--- config.mk ---
export PLATFORM = sky130hd
export DESIGN_NAME = bbs_host
export DESIGN_NICKNAME = d
export VERILOG_FILES = /design/src/rtl/bbs_sync2.v /design/src/rtl/bbs_host.v
export VERILOG_INCLUDE_DIRS = /design/src /design/src/rtl
export SDC_FILE = /design/constraint.sdc
export NUM_CORES = 1
export LEC_CHECK = 0
export ABC_AREA = 1
export BUFFER_PORTS_ARGS = -buffer_cell sky130_fd_sc_hd__buf_4
export CORE_ASPECT_RATIO = 1.5
export CORE_MARGIN = 1
export CORE_UTILIZATION = 24
export CTS_CLUSTER_DIAMETER = 40
export CTS_CLUSTER_SIZE = 20
export DETAILED_ROUTE_END_ITERATION = 6
export PLACE_DENSITY = 0.43
export SLEW_MARGIN = 10
export SYNTH_ARGS = -nofsm -noshare
export SYNTH_HDL_FRONTEND = slang
export SYNTH_HIERARCHICAL = 1
export SYNTH_SLANG_ARGS = --single-unit
--- constraint.sdc ---
create_clock -name core_clk -period 2.3 [get_ports core_clk]
set_input_delay 0.46 -clock core_clk [delete_from_list [all_inputs] [get_ports core_clk]]
set_output_delay 0.46 -clock core_clk [all_outputs]
set_load 0.02 [all_outputs]
--- src/rtl/bbs_consts.vh ---
`ifndef BBS_CONSTS_VH
`define BBS_CONSTS_VH
// Clock period in ns
`define BBS_CLK_NS          10
// Memory geometry
`define BBS_ADDR_W          13
`define BBS_DATA_W          8
`define BBS_DEPTH           8192
// Read timing, ns
`define BBS_ADDR_ACCESS_NS  100
`define BBS_CS_ACCESS_NS    100
`define BBS_OE_ACCESS_NS    50
`define BBS_OUT_HOLD_NS     5
`define BBS_CYCLE_NS        100
// Write timing, ns
`define BBS_STROBE_LOW_NS   80
`define BBS_DATA_SETUP_NS   50
`define BBS_DATA_HOLD_NS    5
`define BBS_ADDR_HOLD_NS    10
`define BBS_STROBE_HIZ_NS   50
// Recovery after power-up, ns
`define BBS_RECOVERY_NS     1000000
// Derived cycle counts, least times rounded up
`define BBS_CYC_UP(ns)      (((ns) + `BBS_CLK_NS - 1) / `BBS_CLK_NS)
`define BBS_READ_CYC        `BBS_CYC_UP(`BBS_ADDR_ACCESS_NS)
`define BBS_CYCLE_CYC       `BBS_CYC_UP(`BBS_CYCLE_NS)
`define BBS_STROBE_CYC      `BBS_CYC_UP(`BBS_STROBE_LOW_NS)
`define BBS_SETUP_CYC       `BBS_CYC_UP(`BBS_DATA_SETUP_NS)
`define BBS_HOLD_CYC        `BBS_CYC_UP(`BBS_ADDR_HOLD_NS)
`define BBS_HIZ_CYC         `BBS_CYC_UP(`BBS_STROBE_HIZ_NS)
`define BBS_RECOVERY_CYC    `BBS_CYC_UP(`BBS_RECOVERY_NS)
`endif

--- src/rtl/bbs_sync2.v ---
`timescale 1ns/1ps
module bbs_sync2 #(
	parameter W = 8
) (
	// Clock and reset
	input  wire         core_clk,
	input  wire         rst,
	// Async input and synced output
	input  wire [W-1:0] async_in,
	output reg  [W-1:0] sync_out
);
	reg [W-1:0] meta_reg;

	always @(posedge core_clk)
	begin
		if (rst)
		begin
			meta_reg <= {W{1'b0}};
			sync_out <= {W{1'b0}};
		end
		else
		begin
			meta_reg <= async_in;
			sync_out <= meta_reg;
		end
	end
endmodule // bbs_sync2

--- src/rtl/bbs_host.v ---
// Operation
// Read mode: write strobe high, chip select low.
// Thirteen address lines pick one of 8192 bytes.
// Read data valid after address access time, bounded by select/enable times.
// Memory drives data only while select and output enable are low.
// Early-enabled outputs are indeterminate until address access completes.
// On address change old data holds briefly, then indeterminate.
// Write mode: write strobe and chip select both low.
// Write starts at the later falling edge of strobe or select.
// Write ends at the earlier rising edge, storing present byte.
// Host keeps address stable across the whole write.
// Host holds select or strobe high before the next cycle.
// Host keeps data valid setup before and hold after write end.
// Host keeps output enable high during writes.
// Strobe falling with outputs on releases data lines shortly after.
// Power-fail deselects memory, blocks writes, ignores inputs.
// Power failure mid-write may corrupt only the addressed byte.
// After power-up, accesses wait recovery time past upper threshold.
// Host holds chip select high while supply rises.
// Address and select access at most 100 ns; cycle at least 100 ns.
// Output enable to valid data at most 50 ns.
// Write strobe held low at least 80 ns.
// Write data valid at least 50 ns before strobe rises.
// Power-fail is one discrete input forcing deselect and protection.
`timescale 1ns/1ps
`include "bbs_consts.vh"
module bbs_host #(
	parameter RECOVERY_CYC = `BBS_RECOVERY_CYC
) (
	// Clock and reset
	input  wire        core_clk,
	input  wire        rst,
	// User request port
	input  wire        req_valid,
	input  wire        req_write,
	input  wire [12:0] req_addr,
	input  wire [7:0]  req_wdata,
	output wire        req_ready,
	output reg  [7:0]  rsp_rdata,
	output reg         rsp_valid,
	// Supply monitor
	input  wire        power_fail,
	output wire        mem_ready,
	// Memory pins
	output reg  [12:0] addr_lines,
	output reg         cs_n,
	output reg         oe_n,
	output reg         we_n,
	input  wire [7:0]  data_io_in,
	output reg  [7:0]  data_io_out,
	output reg         data_io_oe
);
	// One-hot controller states
	localparam [5:0] ST_BOOT  = 6'h01;
	localparam [5:0] ST_IDLE  = 6'h02;
	localparam [5:0] ST_READ  = 6'h04;
	localparam [5:0] ST_WRITE = 6'h08;
	localparam [5:0] ST_HOLD  = 6'h10;
	localparam [5:0] ST_GAP   = 6'h20;

	// Phase lengths in clock cycles
	localparam [19:0] READ_CYC   = `BBS_READ_CYC;
	localparam [19:0] STROBE_CYC = `BBS_STROBE_CYC;
	localparam [19:0] SETUP_CYC  = `BBS_SETUP_CYC;
	localparam [19:0] HOLD_CYC   = `BBS_HOLD_CYC;
	localparam [19:0] CYCLE_CYC  = `BBS_CYCLE_CYC;
	localparam [19:0] REC_CYC    = RECOVERY_CYC;

	wire [7:0] data_sync;
	wire       fail_sync;
	reg  [5:0]  state_reg;
	reg  [19:0] cnt_reg;

	// Read data and power-fail flag cross into the clock domain
	bbs_sync2 #(.W(9)) u_sync (
		.core_clk (core_clk),
		.rst      (rst),
		.async_in ({power_fail, data_io_in}),
		.sync_out ({fail_sync, data_sync})
	);

	function [19:0] at_least;
		input [19:0] a;
		input [19:0] b;
		at_least = (a > b) ? a : b;
	endfunction

	// Last count of each phase; reads wait out both sync stages
	localparam [19:0] READ_LAST  = at_least(READ_CYC, CYCLE_CYC) + 20'h00002;
	localparam [19:0] WRITE_LAST = at_least(STROBE_CYC, SETUP_CYC) - 20'h00001;
	localparam [19:0] HOLD_LAST  = HOLD_CYC - 20'h00001;
	localparam [19:0] BOOT_LAST  = REC_CYC - 20'h00001;

	// Requests refused while busy, booting or failing
	assign req_ready = (state_reg == ST_IDLE) && !fail_sync;
	assign mem_ready = (state_reg != ST_BOOT);

	always @(posedge core_clk)
	begin
		if (rst)
		begin
			state_reg   <= ST_BOOT;
			cnt_reg     <= 20'h00000;
			addr_lines  <= 13'h0000;
			cs_n        <= 1'b1;
			oe_n        <= 1'b1;
			we_n        <= 1'b1;
			data_io_out <= 8'h00;
			data_io_oe  <= 1'b0;
			rsp_rdata   <= 8'h00;
			rsp_valid   <= 1'b0;
		end
		else
		begin
			rsp_valid <= 1'b0;
			if (fail_sync)
			begin
				// Deselect and idle the bus during supply failure
				state_reg  <= ST_BOOT;
				cnt_reg    <= 20'h00000;
				cs_n       <= 1'b1;
				oe_n       <= 1'b1;
				we_n       <= 1'b1;
				data_io_oe <= 1'b0;
			end
			else
			begin
				case (state_reg)
				ST_BOOT:
				begin
					cs_n <= 1'b1;
					if (cnt_reg >= BOOT_LAST)
					begin
						state_reg <= ST_IDLE;
						cnt_reg   <= 20'h00000;
					end
					else
						cnt_reg <= cnt_reg + 20'h00001;
				end
				ST_IDLE:
				begin
					cnt_reg <= 20'h00000;
					if (req_valid)
					begin
						addr_lines <= req_addr;
						cs_n       <= 1'b0;
						if (req_write)
						begin
							we_n        <= 1'b0;
							oe_n        <= 1'b1;
							data_io_out <= req_wdata;
							data_io_oe  <= 1'b1;
							state_reg   <= ST_WRITE;
						end
						else
						begin
							we_n      <= 1'b1;
							oe_n      <= 1'b0;
							state_reg <= ST_READ;
						end
					end
				end
				ST_READ:
				begin
					// Sample after access time plus two sync stages
					if (cnt_reg >= READ_LAST)
					begin
						rsp_rdata <= data_sync;
						rsp_valid <= 1'b1;
						cs_n      <= 1'b1;
						oe_n      <= 1'b1;
						cnt_reg   <= 20'h00000;
						state_reg <= ST_GAP;
					end
					else
						cnt_reg <= cnt_reg + 20'h00001;
				end
				ST_WRITE:
				begin
					// Strobe low long enough for width and data setup
					if (cnt_reg >= WRITE_LAST)
					begin
						we_n      <= 1'b1;
						cnt_reg   <= 20'h00000;
						state_reg <= ST_HOLD;
					end
					else
						cnt_reg <= cnt_reg + 20'h00001;
				end
				ST_HOLD:
				begin
					// Address and data kept past strobe rise
					if (cnt_reg >= HOLD_LAST)
					begin
						cs_n       <= 1'b1;
						data_io_oe <= 1'b0;
						cnt_reg    <= 20'h00000;
						state_reg  <= ST_GAP;
					end
					else
						cnt_reg <= cnt_reg + 20'h00001;
				end
				ST_GAP:
				begin
					// Deselected recovery before next cycle
					if (cnt_reg >= HOLD_LAST)
					begin
						cnt_reg   <= 20'h00000;
						state_reg <= ST_IDLE;
					end
					else
						cnt_reg <= cnt_reg + 20'h00001;
				end
				default:
				begin
					state_reg <= ST_BOOT;
					cnt_reg   <= 20'h00000;
				end
				endcase
			end
		end
	end
endmodule // bbs_host

==> results.tsv, run 1 <==
stage	metric	value	unit
final_layout	# diodes	0	
yosys	Synth top area share	48.0	%
global_routing	total congestion overflow after global routing	0	
cts	Clock H-tree levels	3	
final_layout	number of standard cells in the layout, taps in and fillers out	653	
timing	post-route setup slack	401	ps
run	reported max-cap violation count	0	
cts	number of buffers created by CTS	9	
power	Pwr per Cell Area	706	nW/um^2
global_routing	largest net degree at the start of global routing	22	
yosys	area of the mapped netlist	3250	sq um
die	ports placed on the boundary	70	
die	Floorplan Core Area	13100	sq um
final_layout	most frequent cells in the layout	nor2_1, dfxtp_1, buf_4	
power	worst vdd rail ir drop	0.000240	V
yosys	Ys Warns	6	
global_routing	number of global-route vias before repair	2493	
routing	highest metal layer used by the detailed router	met4	
worst_setup_path	critical path fanouts, max	6	
cts	Gates resized, CTS repair	0	
yosys	unique cell type count in the Yosys netlist	33	
timing	shortest clock period the worst path allows after layout	1900	ps
routing	DRC Markers	0	
routing	detailed-route via count	2670	
placement	cell area reported after detailed placement	3900	sq um
placement	Detail Placement HPWL	5600	um
yosys	synthesized area per cell	7.81	sq um
yosys	sequential-to-total area share from yosys stat	48.0	%
worst_setup_path	Critical Setup Path Class	reg2out	
timing	Final Hold Vio Count	0	
yosys	synthesized flop and latch total	78	
timing	max-slew violation count	0	
timing	final period utilization	82.6	%
routing	DRT Pass-1 Iters	4	
routing	initial detailed-routing violation count	58	
final_layout	Fill cells	1415	
placement	count of buffers inserted at the top-level ports	69	
final_layout	most common library cell in the layout ignoring fill and taps	nor2_1	
timing	Worst Hold Slack	330	ps
worst_setup_path	Crit path required time	1840	ps
timing	achievable frequency	0.527	GHz
yosys	dominant cells by area after synthesis	dfxtp_1, nor2_1, inv_1	
routing	met1 wire length	3090	um
routing	met2 WL post-DR	3640	um
cts	CTS sink count	78	
cts	hold_buf cts	0	
die	vertical extent of the die	145	um
cts	clock tree buffer depth	2	
final_layout	synth-to-layout area growth	28.0	%
power	leakage dissipation	1.82	nW
placement	DP Worst Slack	484	ps
die	effective utilization at floorplan	24.8	%
cts	setup bufs post-CTS	0	
die	horizontal die dimension	97.0	um
final_layout	fin area	4160	sq um
worst_setup_path	Critical Path AT	1440	ps
global_routing	wire length of the first global-routing pass	11900	um
placement	number of placed instances with taps included	638	
cts	root buffer cell	clkbuf_16	
final_layout	final core occ	31.8	%
die	Die Footprint	14000	sq um
yosys	instance count of the mapped netlist	416	
cts	CTS tree	done	
yosys	leading area contributor after synthesis	dfxtp_1	
timing	final setup vio count	0	
cts	later-pin clock latency in the skew report	340	ps
placement	routability congestion estimate from global placement	0.812	
routing	routed wire length on met3	369	um
timing	final sum of negative setup slack	0	ps
die	floorplan row count	51	
cts	Clk pin slew, worst setup/hold paths	60	ps
routing	Routed WL per cell	11.1	um
routing	number of nets still failing antenna checks after routing	0	
final_layout	net count reported at finish	526	
run_status	run status	complete, no violations	
routing	post-detailed-route via-to-cell ratio	4.09	
power	total power of the final layout	2.94	mW
worst_setup_path	startpoint types	flop	
worst_setup_path	capturing element type of the critical path	output pin	
min_path	type of the worst min-delay path	in2reg	
timing	worst-case clock skew	8.40	ps
final_layout	max FFs per register	20	
timing	RSZ-0062 raised after global routing	false	
final_layout	layout cell share with drive strength beyond 1	24.9	%
global_routing	initial antenna violation count	0	
routing	total wire length after detailed routing	7260	um
global_routing	All-Layer GR Usage	10.8	%
worst paths after layout:
kind,endpoint,start,depth (start not counted),slack [ps]
max reg2reg,cnt_reg[15],cnt_reg[0],10,480
min,u_sync/meta_reg[6],data_io_in[6],3,330
min reg2reg,u_sync/sync_out[8],u_sync/meta_reg[8],2,400
max,req_ready,state_reg[4],4,400
cells in the mapped netlist, drive strengths merged:
cell      n
dfxtp    78
ha        2
nor2    115
nand3b    1
nand4     8
nor3b     1
clkinv    1
a21oi    12
nor3      9
buf       6
o211ai    1
clkbuf    4
nor4      1
xor2      5
o21ai    35
xnor2     6
nand2    56
conb      1
inv      59
nand3    15
logic make-up after synthesis:
group,share of synthesized area (%)
buffers and inverters,9.62
AO/OA/AOI/OAI,7.58
adder cells (fa/ha/maj),0.770
XOR/XNOR,2.96
other,0.115
flip-flops,48.0
AND/OR/NAND/NOR,30.9
where the power goes:
group / total, mW / switching, mW / internal, mW / leakage (nW)
registers: 1.41 / 0.0207 / 1.39 / 0.635
logic: 0.276 / 0.155 / 0.120 / 1.06
clock network: 1.25 / 0.533 / 0.716 / 0.128
layout make-up:
type                            count  area (sq um)  share of cell area (%)
Clock buffer                       10           229                    5.50
Sequential cell                    78          1560                    37.5
Tap cell                          159           199                    4.78
Multi-Input combinational cell    270          1380                    33.3
Inverter                           60           226                    5.44
Clock inverter                      5          27.5                   0.662
Timing Repair Buffer               71           533                    12.8
layer usage:
layer	vias up	track usage (%)
met2	70	19.1
met4	0	6.60
met5	-	0
li1	1426	-
met3	12	2.71
met1	1162	11.7
critical path, cell delays in order, from the launching register on:
cell and delay (ps):
dfxtp_1 350, nor2_4 240, nand4_4 200, nor2_4 160, buf_4 160
Note: power is estimated with default switching activity, not from simulation.
==> run 2: changes to the inputs <==
clock period = 1.8 ns   (was 2.3 ns; I/O delays follow)
==> run 2 against run 1 <==
Setup slack worse by 300 ps. Die area unchanged. Combinational power increased by 32%. Via count rose by 1.7%. Total power is 35% higher. Worst hold slack worse by 97 ps. Clock power increased by 44%. Final area rose by 2.8%. Final cell count up 1.2%. Register-to-register slack worse by 320 ps. Wire length grew 1.0%. Clock-buffer cell count is the same.
==> results.tsv, run 2 (synthesis gave the netlist of run 1 again) <==
stage	metric	value	unit
worst_setup_path	R2R Path End	cnt_reg[15]	
final_layout	layout cell share with drive strength beyond 1	26.3	%
global_routing	GR Layer Usage met1	12.1	%
global_routing	largest net degree at the start of global routing	22	
final_layout	# diodes	0	
cts	root buffer cell	clkbuf_16	
placement	Detail Placement HPWL	5610	um
worst_setup_path	Critical Setup Path Class	reg2out	
timing	final sum of negative setup slack	0	ps
timing	RSZ-0062 raised after global routing	false	
routing	DRC Markers	0	
die	horizontal die dimension	97.0	um
global_routing	global-route track usage on met3	3.14	%
cts	CTS sink count	78	
placement	DP Worst Slack	108	ps
timing	Worst Hold Slack	233	ps
timing	final period utilization	94.5	%
timing	shortest clock period the worst path allows after layout	1700	ps
global_routing	total congestion overflow after global routing	0	
placement	number of placed instances with taps included	641	
worst_setup_path	origin of the critical flop-to-flop path	cnt_reg[5]	
min_path	Hold Path Origin	data_io_in[1]	
routing	post-detailed-route via-to-cell ratio	4.11	
run_status	run status	complete, no violations	
die	vertical extent of the die	145	um
global_routing	All-Layer GR Usage	11.1	%
final_layout	synth-to-layout area growth	31.6	%
final_layout	max FFs per register	20	
power	leakage dissipation	1.86	nW
routing	number of nets still failing antenna checks after routing	0	
final_layout	number of standard cells in the layout, taps in and fillers out	661	
timing	achievable frequency	0.588	GHz
power	worst vdd rail ir drop	0.000341	V
placement	routability congestion estimate from global placement	0.766	
placement	count of buffers inserted at the top-level ports	69	
timing	max-slew violation count	0	
final_layout	most common library cell in the layout ignoring fill and taps	nor2_1	
global_routing	routing usage on met2	19.8	%
worst_setup_path	Cell Chain, Critical Path	nor2_4, buf_4, nand4_4, buf_4	
worst_setup_path	slowest stage cell, crit path	dfxtp_1	
timing	transition time of the tightest slew-check pin	523	ps
die	ports placed on the boundary	70	
die	Die Footprint	14000	sq um
routing	Routed WL per cell	11.1	um
worst_setup_path	Critical Path AT	1340	ps
final_layout	net count reported at finish	533	
worst_setup_path	most used cell along the critical path	buf_4	
power	Pwr per Cell Area	928	nW/um^2
worst_setup_path	start point of the critical path	state_reg[4]	
worst_setup_path	Slowest Stage Delay on Critical Path	340	ps
routing	initial detailed-routing violation count	83	
timing	final setup vio count	0	
global_routing	layer with the highest usage	met2	
cts	Clk pin slew, worst setup/hold paths	60	ps
global_routing	wire length of the first global-routing pass	12200	um
worst_setup_path	depth of the worst register-to-register path	6	
worst_setup_path	Register-to-Register Setup Slack	160	ps
worst_setup_path	startpoint types	flop	
power	total power of the final layout	3.97	mW
min_path	cell depth of the worst hold path	3	
worst_setup_path	critical path fanouts, max	6	
cts	clock tree buffer depth	2	
worst_setup_path	Crit path required time	1440	ps
min_path	type of the worst min-delay path	in2reg	
die	effective utilization at floorplan	24.8	%
min_path	worst-case hold path end point	u_sync/meta_reg[1]	
timing	worst-case clock skew	8.29	ps
cts	later-pin clock latency in the skew report	330	ps
final_layout	most frequent cells in the layout	nor2_1, dfxtp_1, buf_4	
routing	detailed-route via count	2715	
global_routing	initial antenna violation count	0	
timing	worst slew margin relative to its limit	64.8	%
cts	Clock H-tree levels	3	
die	Floorplan Core Area	13100	sq um
cts	number of buffers created by CTS	9	
cts	CTS tree	done	
routing	DRT Pass-1 Iters	6	
die	floorplan row count	51	
global_routing	number of global-route vias before repair	2587	
run	reported max-cap violation count	0	
routing	total wire length after detailed routing	7330	um
timing	Final Hold Vio Count	0	
worst_setup_path	capturing element type of the critical path	output pin	
timing	post-route setup slack	98.4	ps
## run 2: area by class of cell
cell class / count / area, sq um
Inverter: 60 / 226
Multi-Input combinational cell: 270 / 1390
Clock buffer: 10 / 239
Fill cell: 1408 / 8800
Clock inverter: 6 / 61.3
Sequential cell: 78 / 1560
Tap cell: 159 / 199
Timing Repair Buffer: 78 / 598
## run 2: worst max-delay path, delay by kind of cell, from the launching register on
kind | cells | cell delay (ps)
buffers and inverters | 2 | 350
AND/OR/NAND/NOR | 2 | 330
flip-flops | 1 | 340
## run 2: stage by stage
step | utilization, % | instance area (sq um)
6_report | 32.7 | 4280
5_1_grt | 32.7 | 4280
4_1_cts | 32.4 | 4240
3_5_place_dp | 30.1 | 3940
3_3_place_gp | 30.1 | 3940
2_1_floorplan | - | 3260
## run 2: worst max-delay path by stage
stage	end	slack, ps
detailed placement	cnt_reg[11]	110
global route	mem_ready	20
floorplan	cnt_reg[6]	230
CTS	req_ready	6
finish	mem_ready	100
global placement	cnt_reg[15]	140
## run 2: where the power goes
group | switching (mW) | total (mW) | internal, mW
Combinational | 0.203 | 0.365 | 0.162
Sequential | 0.0259 | 1.81 | 1.78
Clock | 0.691 | 1.80 | 1.11
Total | 0.920 | 3.97 | 3.05
## run 2: layer usage
metal / vias up / wire [um]
met4: 0 / 123
met3: 7 / 357
met2: 70 / 3780
met1: 1196 / 3070
li1: 1442 / -
met5: - / 0
## run 2: what timing repair did
item | 4_1_cts | 5_1_grt
gates resized for setup | 0 | 1
pin swaps | 1 | 4
hold buffers | 0 | 0
endpoints found under the setup margin | 1 | 9
setup buffers | 0 | 4
==> run 3: changes to the inputs <==
==> constraint.sdc (replaced) <==
create_clock -name core_clk -period 1.9 [get_ports core_clk]
set_input_delay 0.095 -clock core_clk [delete_from_list [all_inputs] [get_ports core_clk]]
set_output_delay 0.095 -clock core_clk [all_outputs]
set_load 0.02 [all_outputs]
==> run 3 against run 2 <==
Sequential power decreased by 6%. Clock-buffer cell count fell by 1. Wire length grew 0.79%. Final area is 0.32% higher. Final cell count up 0.76%. Worst hold slack got worse by 220 ps. Setup slack improved by 130 ps. Clock skew fell by 3.7 ps. Non-clock buffer count is 5 higher. Core utilization grew 0.11 points. Critical path depth increased by 6. Die area is the same. Critical path type is now reg2reg. Critical endpoint is now cnt_reg[11]. Largest power group unchanged. Highest routed layer unchanged.
==> results.tsv, run 3 (synthesis gave the netlist of run 1 again) <==
stage	metric	value	unit
run_status	run status	complete, no violations	
timing	Worst Hold Slack	16.7	ps
final_layout	max FFs per register	20	
worst_setup_path	Slowest Stage Delay on Critical Path	340	ps
die	horizontal die dimension	97.0	um
min_path	type of the worst min-delay path	in2reg	
power	relative contribution of sequential cells to total power	47.0	%
routing	DRT Pass-1 Iters	4	
die	vertical extent of the die	145	um
timing	worst-case clock skew	4.63	ps
cts	root buffer cell	clkbuf_16	
global_routing	largest net degree at the start of global routing	22	
worst_setup_path	Cell Chain, Critical Path	ha_1, nand2_1, nor2_2, nand2_1, nand2_1, nand2_1, nand2_2, nand3b_4, nand2_4, nor2_1	
timing	final period utilization	88.1	%
global_routing	initial antenna violation count	0	
cts	CTS sink count	78	
cts	Gates resized, CTS repair	0	
timing	RSZ-0062 raised after global routing	false	
power	Pwr per Cell Area	847	nW/um^2
worst_setup_path	top cell family by delay on the critical path	simple AND/OR/NAND/NOR gates	
worst_setup_path	Critical Setup Path Class	reg2reg	
final_layout	number of standard cells in the layout, taps in and fillers out	666	
routing	post-detailed-route via-to-cell ratio	4.08	
routing	DRC Markers	0	
timing	final sum of negative setup slack	0	ps
worst_setup_path	R2R Path End	cnt_reg[11]	
timing	shortest clock period the worst path allows after layout	1670	ps
worst_setup_path	Crit path required time	2110	ps
die	ports placed on the boundary	70	
final_layout	net count reported at finish	538	
cts	Clk pin slew, worst setup/hold paths	60	ps
worst_setup_path	startpoint types	flop	
die	effective utilization at floorplan	24.8	%
timing	final setup vio count	0	
timing	Final Hold Vio Count	0	
worst_setup_path	slowest stage cell, crit path	dfxtp_1	
final_layout	most common library cell in the layout ignoring fill and taps	nor2_1	
final_layout	fin area	4290	sq um
final_layout	# diodes	0	
global_routing	number of global-route vias before repair	2512	
die	floorplan row count	51	
placement	cell area reported after detailed placement	3930	sq um
worst_setup_path	most used cell along the critical path	nand2_1	
final_layout	synth-to-layout area growth	32.0	%
cts	number of buffers created by CTS	9	
final_layout	most frequent cells in the layout	nor2_1, dfxtp_1, buf_4	
worst_setup_path	depth of the worst register-to-register path	10	
final_layout	layout cell share with drive strength beyond 1	25.2	%
routing	total wire length after detailed routing	7390	um
routing	Routed WL per cell	11.1	um
power	Pint	2.73	mW
worst_setup_path	critical path fanouts, max	17	
timing	achievable frequency	0.597	GHz
worst_setup_path	worst setup path endpoint	cnt_reg[11]	
power	leakage dissipation	1.87	nW
global_routing	total congestion overflow after global routing	0	
cts	clock tree buffer depth	2	
power	worst vdd rail ir drop	0.000350	V
worst_setup_path	Critical Path AT	1890	ps
routing	number of nets still failing antenna checks after routing	0	
global_routing	All-Layer GR Usage	10.9	%
power	switching power summed over all nets	0.906	mW
cts	later-pin clock latency in the skew report	330	ps
die	Floorplan Core Area	13100	sq um
worst_setup_path	Register-to-Register Setup Slack	230	ps
worst_setup_path	sum of buffers and inverters on the critical path	0	
cts	CTS tree	done	
power	total power of the final layout	3.64	mW
timing	max-slew violation count	0	
placement	Detail Placement HPWL	5650	um
routing	detailed-route via count	2715	
worst_setup_path	start point of the critical path	cnt_reg[1]	
worst_setup_path	capturing element type of the critical path	flop	
cts	Clock H-tree levels	3	
placement	number of placed instances with taps included	641	
placement	count of buffers inserted at the top-level ports	69	
power	part of the total power dissipated in combinational logic	9.7	%
run	reported max-cap violation count	0	
worst_setup_path	Levels on crit path	10	
global_routing	wire length of the first global-routing pass	11900	um
power	fraction of power spent switching nets	24.9	%
die	Die Footprint	14000	sq um
routing	initial detailed-routing violation count	87	
worst_setup_path	origin of the critical flop-to-flop path	cnt_reg[1]	
power	clock power share	43.3	%
placement	routability congestion estimate from global placement	0.805	
## run 3: changes by cell type in the layout (fill, tap and decap cells not counted)
| cell | before | now |
|---|---|---|
| buf_12 | 1 | 0 |
| buf_4 | 77 | 74 |
| bufinv_16 | 1 | 0 |
| clkbuf_8 | 1 | 0 |
| clkinv_2 | 4 | 3 |
| clkinvlp_4 | 1 | 3 |
| dlygate4sd3_1 | 0 | 9 |
| inv_6 | 0 | 1 |
| nand2_4 | 2 | 3 |
| nand2_8 | 1 | 0 |
## run 3: stage by stage
| stage | worst slack (ps) | utilization (%) |
|---|---|---|
| after floorplan | 328 | - |
| after global placement | 247 | 30.0 |
| after detailed placement | 208 | 30.0 |
| after CTS | 194 | 32.8 |
| after global routing | 36.0 | 32.8 |
| final | 226 | 32.8 |
## run 3: power by group through the flow
stage / Sequential [mW] / Clock, mW / Combinational, mW
finish: 1.71 / 1.57 / 0.351
global route: 1.71 / 1.71 / 0.388
CTS: 1.71 / 1.63 / 0.357
detailed placement: 1.75 / 0 / 0.341
global placement: 1.75 / 0 / 0.342
floorplan: 1.77 / 0 / 0.181
## run 3: layout make-up
class                   instances  area (sq um)
clock buffers                   9           225
multi-input cells             270          1380
fillers                      1384          8790
repair buffers                 83           646
flip-flops and latches         78          1560
well taps                     159           199
inverters                      60           226
clock inverters                 7          50.0
## run 3: what timing repair did
item,4_1_cts,5_1_grt
setup buffers,0,0
setup endpoints to repair,0,0
hold buffers,9,0
endpoints found under the hold margin,9,0
## run 3: worst min-delay path by stage
stage	startpoint	endpoint	cells after the start
2_1_floorplan	rst	rsp_valid	1
3_3_place_gp	data_io_in[6]	u_sync/meta_reg[6]	3
3_5_place_dp	data_io_in[6]	u_sync/meta_reg[6]	3
4_1_cts	req_addr[11]	addr_lines[11]	3
5_1_grt	req_addr[4]	addr_lines[4]	3
6_report	req_addr[11]	addr_lines[11]	3
## run 3: layer usage
metal	share of wire, %	up-vias	track usage [%]
met3	5.4	12	2.95
met5	0	-	0
met4	2.2	0	5.97
li1	-	1451	-
met2	52	86	20.1
met1	40	1166	11.3
## run 3: worst register-to-register path, delay by kind of cell, from the launching register on
family                     cells  cell delay (ps)
adders and majority gates      1              190
DFF                            1              340
and+or+nand+nor                9             1020
